<file path="config.mk">
export PLATFORM = sky130hd
export DESIGN_NAME = mlic_top
export DESIGN_NICKNAME = d
export VERILOG_FILES = /design/src/core/mlic_first_set.v /design/src/core/mlic_level_track.v /design/src/core/mlic_top.v
export VERILOG_INCLUDE_DIRS = /design/src /design/src/core
export SDC_FILE = /design/constraint.sdc
export NUM_CORES = 1
export LEC_CHECK = 0
export ABC_AREA = 1
export BUFFER_PORTS_ARGS = -buffer_cell sky130_fd_sc_hd__buf_2
export CORE_ASPECT_RATIO = 0.5
export CORE_MARGIN = 2
export CORE_UTILIZATION = 35
export DETAILED_ROUTE_END_ITERATION = 16
export HOLD_SLACK_MARGIN = 0.1
export PLACE_DENSITY_LB_ADDON = 0.2
export SYNTH_ARGS = -nofsm -noshare
export SYNTH_HDL_FRONTEND = slang
export SYNTH_SLANG_ARGS = --single-unit
export TNS_END_PERCENT = 50
</file>
<file path="constraint.sdc">
create_clock -name pclk -period 5.2 [get_ports pclk]
set_input_delay 0.78 -clock pclk [delete_from_list [all_inputs] [get_ports pclk]]
set_output_delay 0.78 -clock pclk [all_outputs]
set_load 0.005 [all_outputs]
</file>
<file path="src/core/mlic_regs.vh">
`ifndef MLIC_REGS_VH
`define MLIC_REGS_VH

// ----------------------------------------
// register byte offsets
// ----------------------------------------
`define MLIC_OFF_ENABLE    8'h00
`define MLIC_OFF_LEVEL_LO  8'h04
`define MLIC_OFF_LEVEL_HI  8'h08
`define MLIC_OFF_CTRL      8'h0c
`define MLIC_OFF_STATUS    8'h10
`define MLIC_OFF_RRPTR     8'h14
`define MLIC_OFF_PENDING   8'h18

// ----------------------------------------
// control and status fields
// ----------------------------------------
`define MLIC_CTRL_LOEN     0
`define MLIC_CTRL_MEDEN    1
`define MLIC_CTRL_HIEN     2
`define MLIC_CTRL_RREN     6
`define MLIC_CTRL_IVSEL    7
`define MLIC_CTRL_RST      8'h00
`define MLIC_STAT_NMI      7

// ----------------------------------------
// level codes
// ----------------------------------------
`define MLIC_LVL_OFF       2'h0
`define MLIC_LVL_LOW       2'h1
`define MLIC_LVL_MED       2'h2
`define MLIC_LVL_HIGH      2'h3

// ----------------------------------------
// word addresses of vectors and bases
// ----------------------------------------
`define MLIC_RESET_VEC     16'h0000
`define MLIC_XTAL_FAIL_VEC 16'h0002
`define MLIC_PIN_C_BASE    16'h0004
`define MLIC_PIN_R_BASE    16'h0008
`define MLIC_DMA_BASE      16'h000c
`define MLIC_RTC_BASE      16'h0014
`define MLIC_TWO_WIRE_C    16'h0018
`define MLIC_CNT_C1_BASE   16'h001c
`define MLIC_CNT_C2_BASE   16'h0028
`define MLIC_SPI_C_VEC     16'h0030
`define MLIC_SER_C_BASE    16'h0032
`define MLIC_USB_BASE      16'h003e
`define MLIC_DISPLAY_BASE  16'h0046
`define MLIC_CIPHER_VEC    16'h0048
`define MLIC_NVCTRL_BASE   16'h004a
`define MLIC_PIN_B_BASE    16'h004e
`define MLIC_COMP_B_BASE   16'h0052
`define MLIC_CONV_B_BASE   16'h0058
`define MLIC_PIN_D_BASE    16'h0060
`define MLIC_PIN_G_BASE    16'h0064
`define MLIC_CNT_E1_BASE   16'h0074
`define MLIC_SER_E_BASE    16'h008a
`define MLIC_PIN_A_BASE    16'h0096
`define MLIC_COMP_A_BASE   16'h009a
`define MLIC_CONV_A_BASE   16'h00a0
`define MLIC_SLOT_OFS      16'h0002

`endif

</file>
<file path="src/core/mlic_first_set.v">
// lowest set index wins; lowest index equals lowest vector
module mlic_first_set #(
    parameter N  = 32,
    parameter IW = 5
) (
    input  wire [N-1:0]  req,
    output reg           found,
    output reg  [IW-1:0] idx
);
    integer i;
    always @* begin
        found = 1'b0;
        idx   = {IW{1'b0}};
        for (i = N - 1; i >= 0; i = i - 1) begin
            if (req[i]) begin
                found = 1'b1;
                idx   = i[IW-1:0];
            end
        end
    end
endmodule

</file>
<file path="src/core/mlic_level_track.v">
// bit 0 low, 1 medium, 2 high, 3 non-maskable
module mlic_level_track (
    input  wire       pclk,
    input  wire       presetn,
    input  wire       set_en,
    input  wire [3:0] set_onehot,
    input  wire       ret,
    output reg  [3:0] active
);
    reg [3:0] next_active;

    always @* begin
        next_active = active;
        // a return always belongs to the most urgent running handler
        if (ret) begin
            if (active[3])
                next_active[3] = 1'b0;
            else if (active[2])
                next_active[2] = 1'b0;
            else if (active[1])
                next_active[1] = 1'b0;
            else
                next_active[0] = 1'b0;
        end
        if (set_en)
            next_active = next_active | set_onehot;
    end

    always @(posedge pclk or negedge presetn) begin
        if (!presetn)
            active <= 4'h0;
        else
            active <= next_active;
    end
endmodule

</file>
<file path="src/core/mlic_top.v">
// Function
// - a source requests only while its condition holds, enabled and given a level
// - on acknowledge the program counter is loaded with the vector
// - low, medium or high per source; level first, vector second
// - medium requests preempt a running low handler
// - high requests preempt running medium or low handlers
// - equal level: lowest vector address wins
// - optional round robin for low level keeps service bounded
// - non-maskable class ignores level masking
// - crystal failure is non-maskable at word 0x002
// - vector is peripheral base plus interrupt offset
// - vectors are program word addresses
// - serial periph c at 0x030, cipher unit at 0x048
// - pin groups c, r, d at 0x004, 0x008, 0x060
// - pin groups b, g, a at 0x04e, 0x064, 0x096
// - dma base 0x00c, real-time counter base 0x014
// - counters at 0x01c, 0x028 and 0x074
// - two-wire 0x018, serial ports 0x032 and 0x08a
// - usb 0x03e, display 0x046, nonvolatile control 0x04a
// - comparator b 0x052, converter b 0x058, converter a 0x0a0
// - comparator a group at 0x09a
// - after reset fetch from word 0 or boot section start
`include "mlic_regs.vh"

module mlic_top #(
    parameter N         = 26,
    parameter IW        = 5,
    parameter VW        = 16,
    parameter BOOT_BASE = 16'h0800
) (
    input  wire          pclk,
    input  wire          presetn,
    input  wire          psel,
    input  wire          penable,
    input  wire          pwrite,
    input  wire [7:0]    paddr,
    input  wire [31:0]   pwdata,
    output reg  [31:0]   prdata,
    output reg           pready,
    output reg           pslverr,
    input  wire [N-1:0]  irq_in,
    input  wire          crystal_fail,
    input  wire          boot_reset_sel,
    input  wire          cpu_ack,
    input  wire          cpu_reti,
    output reg           intr_req,
    output reg  [1:0]    intr_level,
    output reg           intr_nmi,
    output reg           pc_load,
    output reg  [VW-1:0] pc_value,
    output reg  [N-1:0]  src_ack
);

    // ----------------------------------------
    // vector table
    // ----------------------------------------
    // index order follows vector order so lowest index means lowest address
    function [15:0] src_vector;
        input [IW-1:0] s;
        begin
            case (s)
                5'd0:  src_vector = `MLIC_PIN_C_BASE;
                5'd1:  src_vector = `MLIC_PIN_C_BASE + `MLIC_SLOT_OFS;
                5'd2:  src_vector = `MLIC_PIN_R_BASE;
                5'd3:  src_vector = `MLIC_DMA_BASE;
                5'd4:  src_vector = `MLIC_RTC_BASE;
                5'd5:  src_vector = `MLIC_RTC_BASE + `MLIC_SLOT_OFS;
                5'd6:  src_vector = `MLIC_TWO_WIRE_C;
                5'd7:  src_vector = `MLIC_CNT_C1_BASE;
                5'd8:  src_vector = `MLIC_CNT_C2_BASE;
                5'd9:  src_vector = `MLIC_SPI_C_VEC;
                5'd10: src_vector = `MLIC_SER_C_BASE;
                5'd11: src_vector = `MLIC_USB_BASE;
                5'd12: src_vector = `MLIC_DISPLAY_BASE;
                5'd13: src_vector = `MLIC_CIPHER_VEC;
                5'd14: src_vector = `MLIC_NVCTRL_BASE;
                5'd15: src_vector = `MLIC_PIN_B_BASE;
                5'd16: src_vector = `MLIC_COMP_B_BASE;
                5'd17: src_vector = `MLIC_CONV_B_BASE;
                5'd18: src_vector = `MLIC_PIN_D_BASE;
                5'd19: src_vector = `MLIC_PIN_G_BASE;
                5'd20: src_vector = `MLIC_CNT_E1_BASE;
                5'd21: src_vector = `MLIC_SER_E_BASE;
                5'd22: src_vector = `MLIC_PIN_A_BASE;
                5'd23: src_vector = `MLIC_COMP_A_BASE;
                5'd24: src_vector = `MLIC_CONV_A_BASE;
                5'd25: src_vector = `MLIC_CONV_A_BASE + `MLIC_SLOT_OFS;
                default: src_vector = `MLIC_RESET_VEC;
            endcase
        end
    endfunction

    // word address, optionally moved into the boot section
    function [VW-1:0] place;
        input [15:0] w;
        input        boot;
        begin
            place = boot ? (w[VW-1:0] + BOOT_BASE[VW-1:0]) : w[VW-1:0];
        end
    endfunction

    // one source at one level, behind its own and the level's enable
    function level_pend;
        input       req;
        input       src_en;
        input       lvl_en;
        input [1:0] src_lvl;
        input [1:0] want;
        begin
            level_pend = req & src_en & lvl_en & (src_lvl == want);
        end
    endfunction

    // status view: low, medium, high in the low bits, non-maskable on top
    function [31:0] status_word;
        input [3:0] act;
        begin
            status_word                 = 32'h0000_0000;
            status_word[0]              = act[0];
            status_word[1]              = act[1];
            status_word[2]              = act[2];
            status_word[`MLIC_STAT_NMI] = act[3];
        end
    endfunction

    // ----------------------------------------
    // registers
    // ----------------------------------------
    reg  [31:0]   en;
    reg  [63:0]   lvl;
    reg  [7:0]    ctrl;
    reg  [IW-1:0] rr_ptr;
    reg           rst_fetch;
    reg  [IW-1:0] win_idx;

    wire [3:0]    active;
    wire          setup_ph;
    wire          wr_fire;
    reg  [N-1:0]  pend_lo;
    reg  [N-1:0]  pend_med;
    reg  [N-1:0]  pend_hi;
    reg  [N-1:0]  lo_above;
    wire [IW-1:0] idx_hi;
    wire [IW-1:0] idx_med;
    wire [IW-1:0] idx_lo;
    wire [IW-1:0] idx_rr;
    wire          f_hi;
    wire          f_med;
    wire          f_lo;
    wire          f_rr;
    wire          take;
    reg           next_req;
    reg  [1:0]    next_level;
    reg           next_nmi;
    reg  [IW-1:0] next_idx;
    reg  [31:0]   rd_data;
    reg           rd_err;
    integer       k;

    assign setup_ph = psel & ~penable;
    assign wr_fire  = psel & penable & pready & pwrite;
    assign take     = cpu_ack & intr_req;

    // ----------------------------------------
    // pending requests per level
    // ----------------------------------------
    always @* begin
        for (k = 0; k < N; k = k + 1) begin
            pend_lo[k]  = level_pend(irq_in[k], en[k], ctrl[`MLIC_CTRL_LOEN],
                                     lvl[2*k +: 2], `MLIC_LVL_LOW);
            pend_med[k] = level_pend(irq_in[k], en[k], ctrl[`MLIC_CTRL_MEDEN],
                                     lvl[2*k +: 2], `MLIC_LVL_MED);
            pend_hi[k]  = level_pend(irq_in[k], en[k], ctrl[`MLIC_CTRL_HIEN],
                                     lvl[2*k +: 2], `MLIC_LVL_HIGH);
            // round robin looks past the last served low source first
            lo_above[k] = pend_lo[k] & (k > rr_ptr);
        end
    end

    mlic_first_set #(.N(N), .IW(IW)) u_hi (
        .req   (pend_hi),
        .found (f_hi),
        .idx   (idx_hi)
    );

    mlic_first_set #(.N(N), .IW(IW)) u_med (
        .req   (pend_med),
        .found (f_med),
        .idx   (idx_med)
    );

    mlic_first_set #(.N(N), .IW(IW)) u_lo (
        .req   (pend_lo),
        .found (f_lo),
        .idx   (idx_lo)
    );

    mlic_first_set #(.N(N), .IW(IW)) u_rr (
        .req   (lo_above),
        .found (f_rr),
        .idx   (idx_rr)
    );

    // ----------------------------------------
    // arbitration
    // ----------------------------------------
    always @* begin
        next_req   = 1'b0;
        next_level = `MLIC_LVL_OFF;
        next_nmi   = 1'b0;
        next_idx   = {IW{1'b0}};
        if (crystal_fail & ~active[3]) begin
            next_req = 1'b1;
            next_nmi = 1'b1;
        end else if (f_hi & ~active[3] & ~active[2]) begin
            next_req   = 1'b1;
            next_level = `MLIC_LVL_HIGH;
            next_idx   = idx_hi;
        end else if (f_med & ~(|active[3:1])) begin
            next_req   = 1'b1;
            next_level = `MLIC_LVL_MED;
            next_idx   = idx_med;
        end else if (f_lo & ~(|active)) begin
            next_req   = 1'b1;
            next_level = `MLIC_LVL_LOW;
            next_idx   = (ctrl[`MLIC_CTRL_RREN] & f_rr) ? idx_rr : idx_lo;
        end
        // levels at or below a running handler wait above
    end

    mlic_level_track u_track (
        .pclk       (pclk),
        .presetn    (presetn),
        .set_en     (take),
        .set_onehot ({intr_nmi,
                      intr_level == `MLIC_LVL_HIGH,
                      intr_level == `MLIC_LVL_MED,
                      intr_level == `MLIC_LVL_LOW}),
        .ret        (cpu_reti),
        .active     (active)
    );

    // ----------------------------------------
    // cpu side
    // ----------------------------------------
    // request drops for the ack cycle so a stale winner cannot be taken twice
    always @(posedge pclk or negedge presetn) begin
        if (!presetn) begin
            rst_fetch  <= 1'b1;
            intr_req   <= 1'b0;
            intr_level <= `MLIC_LVL_OFF;
            intr_nmi   <= 1'b0;
            win_idx    <= {IW{1'b0}};
            pc_load    <= 1'b0;
            pc_value   <= {VW{1'b0}};
            src_ack    <= {N{1'b0}};
        end else begin
            pc_load <= 1'b0;
            src_ack <= {N{1'b0}};
            if (rst_fetch) begin
                // strap sampled on the first edge after release
                rst_fetch <= 1'b0;
                pc_load   <= 1'b1;
                pc_value  <= place(`MLIC_RESET_VEC, boot_reset_sel);
            end else if (take) begin
                intr_req <= 1'b0;
                pc_load  <= 1'b1;
                if (!intr_nmi)
                    src_ack[win_idx] <= 1'b1;
            end else begin
                intr_req   <= next_req;
                intr_level <= next_level;
                intr_nmi   <= next_nmi;
                win_idx    <= next_idx;
                if (next_nmi)
                    pc_value <= place(`MLIC_XTAL_FAIL_VEC, ctrl[`MLIC_CTRL_IVSEL]);
                else
                    pc_value <= place(src_vector(next_idx), ctrl[`MLIC_CTRL_IVSEL]);
            end
        end
    end

    // ----------------------------------------
    // round robin pointer
    // ----------------------------------------
    // a software write beats a low ack in the same cycle
    always @(posedge pclk or negedge presetn) begin
        if (!presetn)
            rr_ptr <= {IW{1'b0}};
        else if (wr_fire && paddr == `MLIC_OFF_RRPTR)
            rr_ptr <= pwdata[IW-1:0];
        else if (take && !intr_nmi && intr_level == `MLIC_LVL_LOW)
            rr_ptr <= win_idx;
    end

    // ----------------------------------------
    // apb slave
    // ----------------------------------------
    always @* begin
        rd_data = 32'h0000_0000;
        rd_err  = 1'b0;
        case (paddr)
            `MLIC_OFF_ENABLE:   rd_data = en;
            `MLIC_OFF_LEVEL_LO: rd_data = lvl[31:0];
            `MLIC_OFF_LEVEL_HI: rd_data = lvl[63:32];
            `MLIC_OFF_CTRL:     rd_data = {24'h00_0000, ctrl};
            `MLIC_OFF_STATUS:   rd_data = status_word(active);
            `MLIC_OFF_RRPTR:    rd_data = {{(32-IW){1'b0}}, rr_ptr};
            `MLIC_OFF_PENDING:  rd_data = {{(32-N){1'b0}}, pend_lo | pend_med | pend_hi};
            default:            rd_err  = 1'b1;
        endcase
    end

    // one wait-free access phase: ready rises on the edge after setup
    always @(posedge pclk or negedge presetn) begin
        if (!presetn) begin
            pready  <= 1'b0;
            pslverr <= 1'b0;
            prdata  <= 32'h0000_0000;
        end else begin
            pready  <= setup_ph;
            pslverr <= setup_ph & rd_err;
            prdata  <= (setup_ph & ~pwrite) ? rd_data : 32'h0000_0000;
        end
    end

    // ----------------------------------------
    // configuration registers
    // ----------------------------------------
    always @(posedge pclk or negedge presetn) begin
        if (!presetn) begin
            en   <= 32'h0000_0000;
            lvl  <= 64'h0000_0000_0000_0000;
            ctrl <= `MLIC_CTRL_RST;
        end else if (wr_fire) begin
            case (paddr)
                `MLIC_OFF_ENABLE:   en         <= pwdata & {{(32-N){1'b0}}, {N{1'b1}}};
                `MLIC_OFF_LEVEL_LO: lvl[31:0]  <= pwdata;
                `MLIC_OFF_LEVEL_HI: lvl[63:32] <= pwdata;
                `MLIC_OFF_CTRL:     ctrl       <= pwdata[7:0];
                default:            ctrl       <= ctrl;
            endcase
        end
    end

endmodule

</file>
==> impl_metrics.ini <==
[status]
status = complete, no violations

[synth]
yosysUniqueCellTypes = 57
synth-edff-count = 0
synthTopCellsByCount = 399 x nand2_1, 219 x inv_1, 185 x dfrtp_1
netlist_area_sq_um = 10650
synth_seq_cells = 186
synth_cells = 1450
yosysWarnings = 0
yosysSeqAreaShare = 0.4373
synth.largest_area_cell = dfrtp_1
async_flop_share = 1.000
synth_top_area_share = 0.4348
syn_avg_cell_area_sq_um = 7.342
synth-main-ff-cell = dfrtp_1
yosysMostFrequentCell = nand2_1
ys_top_cells_by_area = dfrtp_1 43%, nand2_1 14%, inv_1 7.7%

[sta]
finalCritPeriodShare = 0.7587
fmaxAchievable_mhz = 253.5
rsz0062_at_grt = no
clock_skew_ns = 0.01050
finalHoldViolations = 0
fin_tns_setup_ns = 0
fin_crit_ns = 3.945
worst_pin_slew_ns = 0.8917
slew_headroom = 0.4019
finalSetupViolCount = 0
slew_violations = 0

[grt]
grtUsageMet3 = 0.05583
top_usage_layer = met2
grt_pass1_vias = 9731
use_met1 = 0.3412
grt_overflow = 0
globalRouteMet2Util = 0.3472
grt_pass1_wl_um = 57280
antenna_found_initial = 0
grt_use_total = 0.2376
grt_max_degree = 96

[cts]
cts_hold_buf = 0
cts_tree = yes
cts-buffers-inserted = 17
post_cts_resized = 0
cts_num_sinks = 186
root_buffer = clkbuf_16
cts_setup_buffers = 0
cts_buffer_depth = 2
htree_num_levels = 4
clkTransAtPathRegs_ns = 0.07
worstSkewPairLatency_ns = 0.46

[cells_and_area]
area_growth_syn_to_layout_pct = 15.63
final_area_sq_um = 12310
drive_gt1_frac = 0.1450
n_fill_cell = 3196
diodes = 0
final_nets = 1662

[worst_setup_path]
r2r_slack_ns = 1.25
reg2reg_depth = 16
cp-end-kind = flop
reg2reg_to = pc_value[6]
worst-setup-path-type = reg -> reg
critPathMaxFanout = 18
r2r-start = ctrl[2]
arrival_ns = 4.29
cp-start-kind = flop
worstPathRequired_ns = 5.55

[drt]
vias = 10320
post-route-drc-count = 0
drt_iter0_drc = 1131
vias_per_cell = 5.182
routedWlPerCell_um = 18.51
ant_nets = 0
first_pass_iters = 5
wl_um = 36870

[power]
seqPwrFrac = 0.506
combinationalPowerShare = 0.046
power_switching_share = 0.2379
p_per_area_nw_per_um2 = 236.0
clock_power_share = 0.449
p_int_mw = 2.214
vdd.ir_drop.worst_mv = 0.2189
p_sw_mw = 0.6912
leakage_nw = 6.139

[placed_design]
port_buffers = 147
hpwl_um = 27970
gp_congestion = 0.9648
dpl-instance-area_sq_um = 11750

[die]
core_area_sq_um = 30120
num_rows = 45
fp.dieW_um = 250.7
start_util = 0.3534
die_h_um = 127.3
pin_count = 156
die_area_sq_um = 31910

[flow_run]
drv_cap = 0

[hold_path]
hold_path.class = in -> async
cell usage in the layout (no fill, tap or decap), types with 9 or more instances in the layout:
cell | netlist | routed
conb_1 | 1 | 9
nand3_1 | 55 | 55
nor3_1 | 10 | 9
dfrtp_1 | 185 | 185
nor4_1 | 36 | 36
nor2_1 | 140 | 140
nand4_1 | 28 | 28
buf_4 | 12 | 9
a41oi_1 | 13 | 13
o22ai_1 | 10 | 10
a21oi_1 | 40 | 40
buf_2 | 5 | 146
o21ai_1 | 15 | 15
inv_1 | 219 | 219
clkbuf_16 | 0 | 17
o31ai_1 | 20 | 20
a31oi_1 | 9 | 9
o21ai_0 | 129 | 129
nand2_1 | 399 | 397
kinds of logic (layout without fill, tap and decap cells):
family | after synthesis | in the layout | share of synthesized area
AND/OR/NAND/NOR | 703 | 703 | 0.2969
other | 1 | 9 | 0.0003522
buffers and inverters | 284 | 419 | 0.1075
flip-flops | 186 | 186 | 0.4373
AO/OA/AOI/OAI | 271 | 271 | 0.1521
adder cells (fa/ha/maj) | 5 | 5 | 0.005876
worst max-delay path, cell delays in order (launching register included):
cell	delay, ns
dfrtp_1	0.64
inv_2	0.31
nor4_1	0.64
nor2_1	0.13
nand2_1	0.12
nor2_1	0.06
nand2_1	0.06
nand2_1	0.07
o21ai_1	0.38
a21oi_1	0.11
o21ai_1	0.12
nand3_1	0.26
ha_1	0.28
or2_1	0.23
nand2_2	0.10
nand2_1	0.06
a32o_1	0.24
how the worst max path moves through the flow:
stage / end / slack (ns) / cells past startpoint / start
2_1_floorplan: pc_value[6] / 1.85 / 32 / irq_in[23]
3_3_place_gp: pc_value[6] / 1.19 / 33 / irq_in[23]
3_5_place_dp: pc_value[6] / 1.17 / 33 / irq_in[23]
4_1_cts: pc_value[6] / 1.35 / 16 / ctrl[2]
5_1_grt: pc_value[2] / 0.87 / 37 / ctrl[1]
6_report: pc_value[6] / 1.25 / 16 / ctrl[2]
registers in the layout (all words and copies together) (netlist names), 2 cells and up:
signal and flops:
win_idx 5, en 26, ctrl 8, u_track.active 4, lvl 64, src_ack 26, rr_ptr 5, intr_level 2
prdata 32, pc_value 8
power by group through the flow:
stage / Combinational, mW / Clock (mW) / Sequential (mW)
after floorplan: 0.0486 / 0 / 1.49
after global placement: 0.137 / 0 / 1.50
after detailed placement: 0.136 / 0 / 1.50
after CTS: 0.136 / 1.33 / 1.47
after global routing: 0.152 / 1.39 / 1.47
final: 0.133 / 1.30 / 1.47
metrics by stage:
stage          hold slack [ns]  worst slack, ns  std cells  total power, mW    util
2_1_floorplan           0.4528            1.850       1458            1.542       -
3_3_place_gp            0.4655            1.191       1962            1.633  0.3899
3_5_place_dp            0.4735            1.170       1962            1.632  0.3899
4_1_cts                 0.4251            1.351       1992            2.939  0.4087
5_1_grt                 0.4416           0.8712       1992            3.017  0.4087
6_report                0.3792            1.255       1992            2.906  0.4087
layer usage:
layer,up-vias,routed length (um)
li1,4997,-
met1,4855,17530
met2,413,15480
met3,57,2787
met4,0,1069
met5,-,0
final cells by class:
| type | count | area [sq um] | share of cell area |
|---|---|---|---|
| multi-input combinational | 988 | 4886 | 0.3969 |
| sequential | 186 | 4656 | 0.3782 |
| inverter | 232 | 873.3 | 0.07094 |
| timing repair buffer | 157 | 832.0 | 0.06759 |
| tap | 399 | 499.2 | 0.04055 |
| clock buffer | 20 | 446.7 | 0.03628 |
| clock inverter | 10 | 117.6 | 0.009554 |
Power figures use the tool's default switching activity.
